**src/pkg/pioc_defines.svh**
```systemverilog
// Purpose: register offsets, reset values and widths of the port bank
// Assumes: byte-wide special function register bus
// Notes:   offsets are the bus addresses seen by the core
`ifndef PIOC_DEFINES_SVH
`define PIOC_DEFINES_SVH

`define PIOC_ADDR_PORT_B_DATA   8'h90
`define PIOC_ADDR_PORT_C_DATA   8'ha0
`define PIOC_ADDR_PORT_B_OMODE  8'ha5
`define PIOC_ADDR_PORT_C_OMODE  8'ha6
`define PIOC_ADDR_PORT_D_DATA   8'hb0
`define PIOC_ADDR_PORT_A_SKIP   8'hd4
`define PIOC_ADDR_PORT_B_SKIP   8'hd5
`define PIOC_ADDR_PORT_C_SKIP   8'hd6
`define PIOC_ADDR_PORT_B_IMODE  8'hf2
`define PIOC_ADDR_PORT_C_IMODE  8'hf3

`define PIOC_RST_DATA           8'hff
`define PIOC_RST_OMODE          8'h00
`define PIOC_RST_SKIP           8'h00
`define PIOC_RST_IMODE          8'hff
`define PIOC_RST_READ           8'h00

`define PIOC_XBAR_C_BITS        4
`define PIOC_PORT_D_PIN_MASK    8'h1f
`define PIOC_ALL_PIN_MASK       8'hff
`define PIOC_UPPER_C_MASK       8'hf0

`endif

```
**src/pkg/pioc_pkg.sv**
```systemverilog
// Purpose: shared types of the port bank
// Assumes: pioc_defines.svh holds the numbers
// Notes:   none
package pioc_pkg;
    typedef logic [7:0] pioc_byte_t;
endpackage

```
**src/hw/pioc_port_bank.sv**
```systemverilog
// Purpose: port configuration for ports a to c; data latches and pin control for ports b to d
// Assumes: core drives a byte register bus on clk_i; pins are asynchronous
// Notes:   read data appears the cycle after the read strobe
// Contract
// - skip bit one makes the crossbar pass over that pin.
// - data writes latch; pins drive latched value where crossbar allows.
// - open-drain pin with latched one is left undriven.
// - data read returns one for analog pins.
// - data read returns sampled pin level for digital pins.
// - input-mode zero makes pin analog: no pullup, driver or receiver.
// - output-mode bit ignored on analog pins.
// - digital pins: output-mode zero open-drain, one push-pull.
// - of port c, only bits zero to three join the crossbar.
// - port d latch drives pins directly, no crossbar.
// - port d pins are bits zero to four, or bit zero only.
// - read-modify-write reads return the latch, not the pins.
// - all output drivers off while crossbar enable is clear.
`timescale 1ns/10ps
`include "pioc_defines.svh"
module pioc_port_bank #(
    parameter logic [7:0] PORT_B_PIN_MASK = `PIOC_ALL_PIN_MASK,
    parameter logic [7:0] PORT_D_PIN_MASK = `PIOC_PORT_D_PIN_MASK
) (
    input  wire logic                 clk_i,
    input  wire logic                 arst_n_i,
    input  wire logic [7:0]           sfr_addr_i,
    input  wire logic                 sfr_wr_i,
    input  wire pioc_pkg::pioc_byte_t sfr_wdata_i,
    input  wire logic                 sfr_rd_i,
    input  wire logic                 sfr_rmw_i,
    output pioc_pkg::pioc_byte_t      sfr_rdata_o,
    output logic                      sfr_hit_o,
    input  wire logic                 crossbar_enable_bit_i,
    input  wire pioc_pkg::pioc_byte_t port_d_input_mode_i,
    input  wire pioc_pkg::pioc_byte_t port_d_output_mode_i,
    input  wire pioc_pkg::pioc_byte_t port_b_periph_sel_i,
    input  wire pioc_pkg::pioc_byte_t port_b_periph_dout_i,
    input  wire pioc_pkg::pioc_byte_t port_c_periph_sel_i,
    input  wire pioc_pkg::pioc_byte_t port_c_periph_dout_i,
    input  wire pioc_pkg::pioc_byte_t port_b_pin_i,
    input  wire pioc_pkg::pioc_byte_t port_c_pin_i,
    input  wire pioc_pkg::pioc_byte_t port_d_pin_i,
    output pioc_pkg::pioc_byte_t      port_b_pin_o,
    output pioc_pkg::pioc_byte_t      port_b_pin_oe_o,
    output pioc_pkg::pioc_byte_t      port_b_pull_en_o,
    output pioc_pkg::pioc_byte_t      port_c_pin_o,
    output pioc_pkg::pioc_byte_t      port_c_pin_oe_o,
    output pioc_pkg::pioc_byte_t      port_c_pull_en_o,
    output pioc_pkg::pioc_byte_t      port_d_pin_o,
    output pioc_pkg::pioc_byte_t      port_d_pin_oe_o,
    output pioc_pkg::pioc_byte_t      port_d_pull_en_o,
    output pioc_pkg::pioc_byte_t      port_a_skip_o,
    output pioc_pkg::pioc_byte_t      port_b_skip_o,
    output logic [`PIOC_XBAR_C_BITS-1:0] port_c_skip_o
);
    pioc_pkg::pioc_byte_t port_b_data_latch_reg;
    pioc_pkg::pioc_byte_t port_c_data_latch_reg;
    pioc_pkg::pioc_byte_t port_d_data_latch_reg;
    pioc_pkg::pioc_byte_t port_b_output_mode_reg;
    pioc_pkg::pioc_byte_t port_c_output_mode_reg;
    pioc_pkg::pioc_byte_t port_a_crossbar_skip_reg;
    pioc_pkg::pioc_byte_t port_b_crossbar_skip_reg;
    pioc_pkg::pioc_byte_t port_c_crossbar_skip_reg;
    pioc_pkg::pioc_byte_t port_b_input_mode_reg;
    pioc_pkg::pioc_byte_t port_c_input_mode_reg;
    pioc_pkg::pioc_byte_t port_b_sync;
    pioc_pkg::pioc_byte_t port_c_sync;
    pioc_pkg::pioc_byte_t port_d_sync;
    pioc_pkg::pioc_byte_t port_b_read;
    pioc_pkg::pioc_byte_t port_c_read;
    pioc_pkg::pioc_byte_t port_d_read;
    pioc_pkg::pioc_byte_t rdata_next;
    logic                 hit_next;

    // address decode
    wire sel_b_data  = sfr_addr_i == `PIOC_ADDR_PORT_B_DATA;
    wire sel_c_data  = sfr_addr_i == `PIOC_ADDR_PORT_C_DATA;
    wire sel_d_data  = sfr_addr_i == `PIOC_ADDR_PORT_D_DATA;
    wire sel_b_omode = sfr_addr_i == `PIOC_ADDR_PORT_B_OMODE;
    wire sel_c_omode = sfr_addr_i == `PIOC_ADDR_PORT_C_OMODE;
    wire sel_a_skip  = sfr_addr_i == `PIOC_ADDR_PORT_A_SKIP;
    wire sel_b_skip  = sfr_addr_i == `PIOC_ADDR_PORT_B_SKIP;
    wire sel_c_skip  = sfr_addr_i == `PIOC_ADDR_PORT_C_SKIP;
    wire sel_b_imode = sfr_addr_i == `PIOC_ADDR_PORT_B_IMODE;
    wire sel_c_imode = sfr_addr_i == `PIOC_ADDR_PORT_C_IMODE;
    wire sel_any     = sel_b_data | sel_c_data | sel_d_data | sel_b_omode
                     | sel_c_omode | sel_a_skip | sel_b_skip | sel_c_skip
                     | sel_b_imode | sel_c_imode;

    // pin levels cross into the clock domain first
    pioc_sync2 #(.W(8)) u_sync_b (
        .clk_i    (clk_i),
        .arst_n_i (arst_n_i),
        .async_i  (port_b_pin_i),
        .sync_o   (port_b_sync)
    );
    pioc_sync2 #(.W(8)) u_sync_c (
        .clk_i    (clk_i),
        .arst_n_i (arst_n_i),
        .async_i  (port_c_pin_i),
        .sync_o   (port_c_sync)
    );
    pioc_sync2 #(.W(8)) u_sync_d (
        .clk_i    (clk_i),
        .arst_n_i (arst_n_i),
        .async_i  (port_d_pin_i),
        .sync_o   (port_d_sync)
    );

    // pin readback: analog reads one, rmw reads the latch
    assign port_b_read = sfr_rmw_i ? port_b_data_latch_reg
                       : (port_b_sync | ~port_b_input_mode_reg);
    assign port_c_read = sfr_rmw_i ? port_c_data_latch_reg
                       : (port_c_sync | ~port_c_input_mode_reg);
    assign port_d_read = sfr_rmw_i ? port_d_data_latch_reg
                       : (port_d_sync | ~port_d_input_mode_i);

    assign rdata_next = sel_b_data  ? port_b_read :
                        sel_c_data  ? port_c_read :
                        sel_d_data  ? port_d_read :
                        sel_b_omode ? port_b_output_mode_reg :
                        sel_c_omode ? port_c_output_mode_reg :
                        sel_a_skip  ? port_a_crossbar_skip_reg :
                        sel_b_skip  ? port_b_crossbar_skip_reg :
                        sel_c_skip  ? port_c_crossbar_skip_reg :
                        sel_b_imode ? port_b_input_mode_reg :
                        sel_c_imode ? port_c_input_mode_reg : `PIOC_RST_READ;
    assign hit_next   = sfr_rd_i && sel_any;

    always_ff @(posedge clk_i or negedge arst_n_i) begin
        if (!arst_n_i) begin
            sfr_rdata_o <= `PIOC_RST_READ;
            sfr_hit_o   <= 1'b0;
        end else if (sfr_rd_i) begin
            sfr_rdata_o <= rdata_next;
            sfr_hit_o   <= hit_next;
        end else begin
            sfr_hit_o   <= 1'b0;
        end
    end

    // data latches
    always_ff @(posedge clk_i or negedge arst_n_i) begin
        if (!arst_n_i) begin
            port_b_data_latch_reg <= `PIOC_RST_DATA;
            port_c_data_latch_reg <= `PIOC_RST_DATA;
            port_d_data_latch_reg <= `PIOC_RST_DATA;
        end else if (sfr_wr_i) begin
            if (sel_b_data) port_b_data_latch_reg <= sfr_wdata_i;
            if (sel_c_data) port_c_data_latch_reg <= sfr_wdata_i;
            if (sel_d_data) port_d_data_latch_reg <= sfr_wdata_i;
        end
    end

    // mode registers
    always_ff @(posedge clk_i or negedge arst_n_i) begin
        if (!arst_n_i) begin
            port_b_output_mode_reg <= `PIOC_RST_OMODE;
            port_c_output_mode_reg <= `PIOC_RST_OMODE;
            port_b_input_mode_reg  <= `PIOC_RST_IMODE;
            port_c_input_mode_reg  <= `PIOC_RST_IMODE;
        end else if (sfr_wr_i) begin
            if (sel_b_omode) port_b_output_mode_reg <= sfr_wdata_i;
            if (sel_c_omode) port_c_output_mode_reg <= sfr_wdata_i;
            if (sel_b_imode) port_b_input_mode_reg  <= sfr_wdata_i;
            if (sel_c_imode) port_c_input_mode_reg  <= sfr_wdata_i;
        end
    end

    // skip registers
    always_ff @(posedge clk_i or negedge arst_n_i) begin
        if (!arst_n_i) begin
            port_a_crossbar_skip_reg <= `PIOC_RST_SKIP;
            port_b_crossbar_skip_reg <= `PIOC_RST_SKIP;
            port_c_crossbar_skip_reg <= `PIOC_RST_SKIP;
        end else if (sfr_wr_i) begin
            if (sel_a_skip) port_a_crossbar_skip_reg <= sfr_wdata_i;
            if (sel_b_skip) port_b_crossbar_skip_reg <= sfr_wdata_i;
            if (sel_c_skip) port_c_crossbar_skip_reg <= sfr_wdata_i;
        end
    end

    // skip masks to the crossbar decoder; port c upper bits not routed
    assign port_a_skip_o = port_a_crossbar_skip_reg;
    assign port_b_skip_o = port_b_crossbar_skip_reg;
    assign port_c_skip_o = port_c_crossbar_skip_reg[`PIOC_XBAR_C_BITS-1:0];

    pioc_port_drv #(
        .PIN_MASK  (PORT_B_PIN_MASK),
        .XBAR_MASK (`PIOC_ALL_PIN_MASK)
    ) u_drv_b (
        .clk_i         (clk_i),
        .arst_n_i      (arst_n_i),
        .latch_i       (port_b_data_latch_reg),
        .in_mode_i     (port_b_input_mode_reg),
        .out_mode_i    (port_b_output_mode_reg),
        .xbar_en_i     (crossbar_enable_bit_i),
        .periph_sel_i  (port_b_periph_sel_i),
        .periph_dout_i (port_b_periph_dout_i),
        .pin_o         (port_b_pin_o),
        .pin_oe_o      (port_b_pin_oe_o),
        .pull_en_o     (port_b_pull_en_o)
    );

    pioc_port_drv #(
        .PIN_MASK  (`PIOC_ALL_PIN_MASK),
        .XBAR_MASK (~`PIOC_UPPER_C_MASK)
    ) u_drv_c (
        .clk_i         (clk_i),
        .arst_n_i      (arst_n_i),
        .latch_i       (port_c_data_latch_reg),
        .in_mode_i     (port_c_input_mode_reg),
        .out_mode_i    (port_c_output_mode_reg),
        .xbar_en_i     (crossbar_enable_bit_i),
        .periph_sel_i  (port_c_periph_sel_i),
        .periph_dout_i (port_c_periph_dout_i),
        .pin_o         (port_c_pin_o),
        .pin_oe_o      (port_c_pin_oe_o),
        .pull_en_o     (port_c_pull_en_o)
    );

    // port d has no crossbar path
    pioc_port_drv #(
        .PIN_MASK  (PORT_D_PIN_MASK),
        .XBAR_MASK (8'h00)
    ) u_drv_d (
        .clk_i         (clk_i),
        .arst_n_i      (arst_n_i),
        .latch_i       (port_d_data_latch_reg),
        .in_mode_i     (port_d_input_mode_i),
        .out_mode_i    (port_d_output_mode_i),
        .xbar_en_i     (crossbar_enable_bit_i),
        .periph_sel_i  (8'h00),
        .periph_dout_i (8'h00),
        .pin_o         (port_d_pin_o),
        .pin_oe_o      (port_d_pin_oe_o),
        .pull_en_o     (port_d_pull_en_o)
    );

    wire wr_a_skip = sfr_wr_i && sel_a_skip;
    wire wr_d_data = sfr_wr_i && sel_d_data;
    wire rd_b_pin  = sfr_rd_i && sel_b_data && !sfr_rmw_i;
endmodule

```
**src/hw/pioc_sync2.sv**
```systemverilog
// Purpose: two-flop synchroniser for pin levels
// Assumes: inputs asynchronous to clk_i
// Notes:   first stage read only by the second
`timescale 1ns/10ps
module pioc_sync2 #(
    parameter int W = 8
) (
    input  wire logic         clk_i,
    input  wire logic         arst_n_i,
    input  wire logic [W-1:0] async_i,
    output logic      [W-1:0] sync_o
);
    logic [W-1:0] meta_reg;

    always_ff @(posedge clk_i or negedge arst_n_i) begin
        if (!arst_n_i) begin
            meta_reg <= '0;
            sync_o   <= '0;
        end else begin
            meta_reg <= async_i;
            sync_o   <= meta_reg;
        end
    end
endmodule

```
**src/hw/pioc_port_drv.sv**
```systemverilog
// Purpose: per-pin output driver control of one port
// Assumes: latch and mode registers on the same clock
// Notes:   outputs registered; one cycle after their causes
`timescale 1ns/10ps
module pioc_port_drv #(
    parameter logic [7:0] PIN_MASK  = 8'hff,
    parameter logic [7:0] XBAR_MASK = 8'hff
) (
    input  wire logic             clk_i,
    input  wire logic             arst_n_i,
    input  wire pioc_pkg::pioc_byte_t latch_i,
    input  wire pioc_pkg::pioc_byte_t in_mode_i,
    input  wire pioc_pkg::pioc_byte_t out_mode_i,
    input  wire logic             xbar_en_i,
    input  wire pioc_pkg::pioc_byte_t periph_sel_i,
    input  wire pioc_pkg::pioc_byte_t periph_dout_i,
    output pioc_pkg::pioc_byte_t  pin_o,
    output pioc_pkg::pioc_byte_t  pin_oe_o,
    output pioc_pkg::pioc_byte_t  pull_en_o
);
    pioc_pkg::pioc_byte_t data_w;
    pioc_pkg::pioc_byte_t oe_w;
    pioc_pkg::pioc_byte_t out_w;
    pioc_pkg::pioc_byte_t pull_w;

    for (genvar i = 0; i < 8; i++) begin : g_pin
        // peripheral takes the pin only where the crossbar reaches it
        assign data_w[i] = (XBAR_MASK[i] && periph_sel_i[i]) ? periph_dout_i[i]
                                                             : latch_i[i];
        // drive low always on pins in PIN_MASK while crossbar enabled, high only when push-pull; analog never
        assign oe_w[i]   = PIN_MASK[i] && xbar_en_i && in_mode_i[i]
                           && (!data_w[i] || out_mode_i[i]);
        assign out_w[i]  = oe_w[i] && data_w[i];
        // analog pins lose the pullup, as do pins driving low
        assign pull_w[i] = PIN_MASK[i] && in_mode_i[i] && !(oe_w[i] && !data_w[i]);
    end

    always_ff @(posedge clk_i or negedge arst_n_i) begin
        if (!arst_n_i) begin
            pin_o     <= 8'h00;
            pin_oe_o  <= 8'h00;
            pull_en_o <= 8'h00;
        end else begin
            pin_o     <= out_w;
            pin_oe_o  <= oe_w;
            pull_en_o <= pull_w;
        end
    end
endmodule

```
**config.mk**
```make
export PLATFORM = sky130hd
export DESIGN_NAME = pioc_port_bank
export DESIGN_NICKNAME = d
export VERILOG_FILES = /design/src/pkg/pioc_pkg.sv /design/src/hw/pioc_port_bank.sv /design/src/hw/pioc_sync2.sv /design/src/hw/pioc_port_drv.sv
export VERILOG_INCLUDE_DIRS = /design/src /design/src/pkg
export SDC_FILE = /design/constraint.sdc
export NUM_CORES = 1
export LEC_CHECK = 0
export BUFFER_PORTS_ARGS = -buffer_cell sky130_fd_sc_hd__buf_2
export CAP_MARGIN = 20
export CORE_ASPECT_RATIO = 0.7
export CORE_UTILIZATION = 40
export DETAILED_ROUTE_END_ITERATION = 8
export GPL_ROUTABILITY_DRIVEN = 1
export PLACE_DENSITY = 0.64
export SETUP_SLACK_MARGIN = 0.5
export SYNTH_ARGS = -nofsm -noshare
export SYNTH_HDL_FRONTEND = slang
export SYNTH_SLANG_ARGS = --single-unit
```
**constraint.sdc**
```tcl
create_clock -name clk_i -period 2.3 [get_ports clk_i]
set_clock_uncertainty 0.15 [all_clocks]
set_input_delay 0.23 -clock clk_i [delete_from_list [all_inputs] [get_ports clk_i]]
set_output_delay 0.23 -clock clk_i [all_outputs]
set_load 0.02 [all_outputs]
```
==> results.ini, run 1 <==
[global_route]
grt_usage_pct=22.3
gr-total-overflow=0
antenna_found_initial=0
grt_pass1_vias=6005
grt_start_max_net_pins=65
grt_pass1_wl_um=35000

[placed_design]
dp_hpwl_um=16400
dp_slack_ps=167
globalplace.congestion=0.923
io_buffers=174

[floorplan]
start_util_pct=41.5
chipWidth_um=174
io_pins=195
row_count=43
die_h_um=123
core_area_um2=20100
dieArea_um2=21400

[sta]
worst_slack_ps=577
max_freq_mhz=580
tightest_slew_ps=568
rsz0062_at_grt=no
finalCritPeriodShare_pct=74.9
timing.slew.headroom_pct=62.1
tns_ps=0
setup_violations=0
layout_min_cycle_time_ps=1720
finalHoldViolCount=0
finalMaxSlewViolations=0

[detailed_routing]
drtIter0Drc=430
antenna_left=0
viasPerCell=5.18
firstDrtPassIters=5
wl_um=23300
drc=0
dr_total_vias=6294
avgRoutedWirePerCell_um=19.1

[synth]
muxShareOfSynthArea_pct=12.3
yosysWarnings=0
synthTopCellsByArea=dfrtp_1 (48%), dfstp_2 (13%), mux2_2 (10%), mux2i_1 (1.9%), o211a_1 (1.9%)
synth_compound_gate_area_share_pct=12.6
synth.distinct_cells=62
yosysTopAreaCell=dfrtp_1
synth-xor-area-share_pct=0
synth_area_per_cell_um2=12.7
synth_top_family_by_area=compound AO/OA/AOI/OAI gates
synth_top_area_share_pct=48.1
yosys-top-cells-count=dfrtp_1 (160), mux2_2 (77), dfstp_2 (40), nor2_1 (27), nand2_1 (26)
yosysMostFrequentCell=dfrtp_1
synth-edff-count=0
synth_flop_cell=dfrtp_1
ys_ff_latch=200
postSynth.asyncResetShare_pct=100
syn_area_um2=8320
synthAdderAreaFrac_pct=0
synth_cells=657
seq_area_frac_synth_pct=60.8
yosys.area_share.simple_pct=10.3

[critical_path]
start_kind=flip-flop
end_kind=flip-flop
path_class=reg2reg
arrival_ps=1900
cp_max_fo=1
critPathRequiredTime_ps=2480

[cells_and_area]
drive_above_1_share_pct=41.9
fillerInstances=1717
postLayoutCoreUtil_pct=54.8
areaGrowthSynthToFinish_pct=32.3
regArea_um2=5050
multi_input_area_um2=2980
fin_nets=1026
antenna_cells=0

[clock_tree]
h-tree-depth=4
cts_tree=built
clock_path_buffers=2
clk_pin_slew_ps=70
clock_latency_ps=430
cts_buffers=17
clkSinkCount=200
ctsRootBufferMaster=clkbuf_16

[power]
p_leak_nw=5.42
ir_worst_vdd_mv=0.435
swShare_pct=25.1
power_frac_clock_pct=38.2
p_int_mw=5.52
p_comb_share_pct=10.5
p_seq_share_pct=51.4
switchingPower_mw=1.85
cellPowerDensity_nw_per_um2=669

[min_path]
hp-class=in2reg

[status]
status=finished clean

[job]
drv_cap=0

cell usage in the layout (no fill, tap or decap), types with 5 or more instances in the layout:
master	count
conb_1	9
dfstp_2	40
inv_1	23
o22ai_1	7
dfrtp_1	160
nand2_1	26
clkbuf_8	5
nor3_1	17
o211a_1	16
dlygate4sd3_1	66
nor2b_1	22
mux2_2	77
clkbuf_16	17
o211ai_1	6
o2bb2ai_1	5
buf_4	47
or3b_2	5
nand3_1	12
buf_12	5
buf_2	173
o21ai_0	16
and3_1	7
mux2i_1	16
nor2_1	26
a22oi_1	8
a21oi_1	24
a21boi_0	21
nand2b_1	10
per-stage QoR:
stage	power (mW)	hold WS, ps	std cells	area [µm²]
detailed placement	4.53	115	1114	9760
floorplan	4.18	-216	665	8350
CTS	7.42	1.53	1212	11000
global placement	4.52	117	1114	9760
finish	7.36	11.3	1215	11000
global route	7.66	18.7	1215	11000
final timing paths:
path                                 startpoint                         to  slack [ps]  depth (start not counted)
setup / recovery             u_sync_d.sync_o[5]             sfr_rdata_o[5]         580                          5
setup reg to reg             u_sync_d.sync_o[5]             sfr_rdata_o[5]         580                          5
min in group asynchronous              arst_n_i           u_drv_b.pin_o[2]         220                          2
hold reg to reg            u_sync_c.meta_reg[2]         u_sync_c.sync_o[2]         200                          0
hold / removal                   sfr_wdata_i[6]  port_c_output_mode_reg[6]          10                          3
max in group asynchronous              arst_n_i   port_c_input_mode_reg[2]        1060                          3
timing repair:
action / 4_1_cts / 5_1_grt
setup endpoints to repair: 1 / 5
resized for setup: 1 / 3
hold buffers: 66 / 0
setup buffers: 0 / 3
endpoints found under the hold margin: 103 / 0
pin swaps: 0 / 4
cloned: 0 / 0
metal layers:
| layer | up-vias | GRT usage, % | share of wire, % |
|---|---|---|---|
| met1 | 3143 | 32.2 | 47 |
| met3 | 28 | 4.46 | 6.7 |
| met4 | 0 | 7.40 | 1.8 |
| li1 | 2895 | - | - |
| met5 | - | 0 | 0 |
| met2 | 228 | 33.4 | 44 |
critical path, cell delays in order (launching register included):
cell	delay, ps
dfrtp_1	360
or3b_2	440
o211ai_1	130
a32oi_1	160
o31a_1	140
o31a_1	230
layout make-up:
| cell class | count | share of cell area [%] |
|---|---|---|
| clock inverters | 10 | 0.625 |
| clock buffers | 22 | 4.40 |
| inverters | 24 | 0.819 |
| multi-input cells | 397 | 27.0 |
| repair buffers | 292 | 18.1 |
| well taps | 270 | 3.07 |
| flip-flops and latches | 200 | 45.9 |
cells by family after synthesis:
group                  count (synthesis)
multiplexers                          93
AND/OR/NAND/NOR                      151
AO/OA/AOI/OAI                        144
buffers and inverters                 68
other                                  1
flip-flops                           200
power by group through the flow:
| stage | Sequential, mW | Clock, mW | Combinational, mW |
|---|---|---|---|
| 6_report | 3.78 | 2.81 | 0.770 |
| 5_1_grt | 3.80 | 3.02 | 0.837 |
| 4_1_cts | 3.78 | 2.87 | 0.767 |
| 3_5_place_dp | 3.85 | 0 | 0.683 |
| 3_3_place_gp | 3.84 | 0 | 0.676 |
| 2_1_floorplan | 3.87 | 0 | 0.307 |
No activity file was read; power rests on OpenSTA's default activity.
==> run 2, diff against run 1 <==
Clock period 2.3 ns to 1.7 ns, I/O delays scaled along.
==> results.ini, run 2 (same netlist as run 1, synthesis figures left out) <==
[floorplan]
die_h_um=123  ; unchanged
core_area_um2=20100  ; unchanged
io_pins=195  ; unchanged
row_count=43  ; unchanged
dieArea_um2=21400  ; unchanged
start_util_pct=41.5  ; unchanged
chipWidth_um=174  ; unchanged

[clock_tree]
clock_latency_ps=440  ; about the same
clock_path_buffers=2  ; unchanged
cts_tree=built
ctsRootBufferMaster=clkbuf_16
cts_buffers=17  ; unchanged
clkSinkCount=200  ; unchanged
h-tree-depth=4  ; unchanged
clk_pin_slew_ps=80  ; about the same

[detailed_routing]
drc=0  ; unchanged
wl_um=26900  ; +16%
avgRoutedWirePerCell_um=20.7  ; +8.2%
drtIter0Drc=479  ; +11%
viasPerCell=5.18  ; about the same
antenna_left=0  ; unchanged
firstDrtPassIters=4  ; -1
dr_total_vias=6727  ; +6.9%

[critical_path]
path_class=reg2reg
cp_max_fo=1  ; unchanged
critPathMaxStageDelay_ps=380  ; -60 ps
crit_chain=or3b_4, o211ai_1, a32oi_1, o31a_1, o31a_1
crit_path_frequent_cell=o31a_1
ff2ff_path_depth=5  ; unchanged
cpMaxStageDelayCell=dfrtp_1
start_kind=flip-flop
critPathRequiredTime_ps=1880  ; -600 ps
arrival_ps=1840  ; -60 ps
end_kind=flip-flop

[sta]
layout_min_cycle_time_ps=1660  ; -64.8 ps
finalMaxSlewViolations=0  ; unchanged
timing.slew.headroom_pct=60.9  ; -1.2 points
max_freq_mhz=603  ; +3.9%
tightest_slew_ps=585  ; +16.8 ps
setup_violations=0  ; unchanged
finalHoldViolCount=0  ; unchanged
rsz0062_at_grt=yes
finalCritPeriodShare_pct=97.6  ; +23 points
hold_ws_ps=11.1  ; -0.148 ps
tns_ps=0  ; unchanged

[cells_and_area]
drive_above_1_share_pct=54.1  ; +12 points
final_common_cell=dfrtp_1
antenna_cells=0  ; unchanged
final_cell_area_um2=13100  ; +19%
areaGrowthSynthToFinish_pct=57.3
fin_cells=1298  ; +6.8%
layout_common_cells=dfrtp_1 (157), buf_6 (117), buf_4 (103), buf_2 (76), dlygate4sd3_1 (61)
fin_nets=1109  ; +8.1%

[global_route]
gr-total-overflow=0  ; unchanged
antenna_found_initial=0  ; unchanged
grt_usage_pct=25.7  ; +3.5 points
grt_start_max_net_pins=55  ; -15%
grt_pass1_wl_um=40500  ; +16%
grt_pass1_vias=6799  ; +13%

[job]
drv_cap=0  ; unchanged

[min_path]
hold_depth=4  ; +1
hp-class=in2reg

[power]
p_leak_nw=6.17  ; +14%
cellPowerDensity_nw_per_um2=815  ; +22%
ir_worst_vdd_mv=0.620  ; +43%
power.total_mw=10.7  ; +45%

[placed_design]
dp_cells=1158  ; +3.9%
place_area_um2=10200  ; +4.5%
io_buffers=174  ; unchanged
globalplace.congestion=0.934  ; +1.2%
dp_hpwl_um=18000  ; +9.6%

[status]
status=finished clean

[run 2: report_power, final]
part	switching [mW]	internal (mW)
Sequential	0.165	4.99
Clock	2.05	2.02
Combinational	0.719	0.728
[run 2: layout make-up]
type                    count  area (µm²)
fillers                  1495        6980
flip-flops and latches    200        5060
inverters                  24        90.1
multi-input cells         397        3610
repair buffers            375        3400
well taps                 270         338
clock buffers              18         439
clock inverters            14         154
[run 2: metal layers]
layer	GRT usage [%]	routed length [µm]
met2	38.9	12300
met4	5.21	295
met1	37.2	12400
met3	6.72	1890
met5	0	0
[run 2: through the flow]
stage	worst slack, ps	util (%)
global placement	-230	50.8
CTS	27.9	63.2
floorplan	32.3	-
global route	6.16	65.2
detailed placement	-229	50.8
finish	41.5	65.2
[run 2: path summary, 6_finish.rpt]
| check | from | endpoint | slack [ps] |
|---|---|---|---|
| min reg2reg | u_sync_c.meta_reg[5] | u_sync_c.sync_o[5] | 200 |
| max reg2reg | u_sync_d.sync_o[1] | sfr_rdata_o[1] | 40 |
| min | port_b_periph_sel_i[0] | u_drv_b.pin_o[0] | 10 |
| max | u_sync_d.sync_o[1] | sfr_rdata_o[1] | 40 |
| min in group asynchronous | arst_n_i | u_drv_c.pull_en_o[0] | 50 |
| max in group asynchronous | arst_n_i | port_d_data_latch_reg[1] | 690 |
[run 2: repair_timing]
item | in CTS | in global routing
hold buffers | 61 | 0
resized for setup | 295 | 75
buffers inserted | 30 | 17
pin swaps | 49 | 31
endpoints found under the setup margin | 195 | 205
endpoints found under the hold margin | 234 | 0
cloned | 0 | 0
[run 2: critical path, delay by kind of cell, from the launching register on]
kind	cells	cell delay, ps
compound gates	4	670
flops	1	380
simple gates	1	360
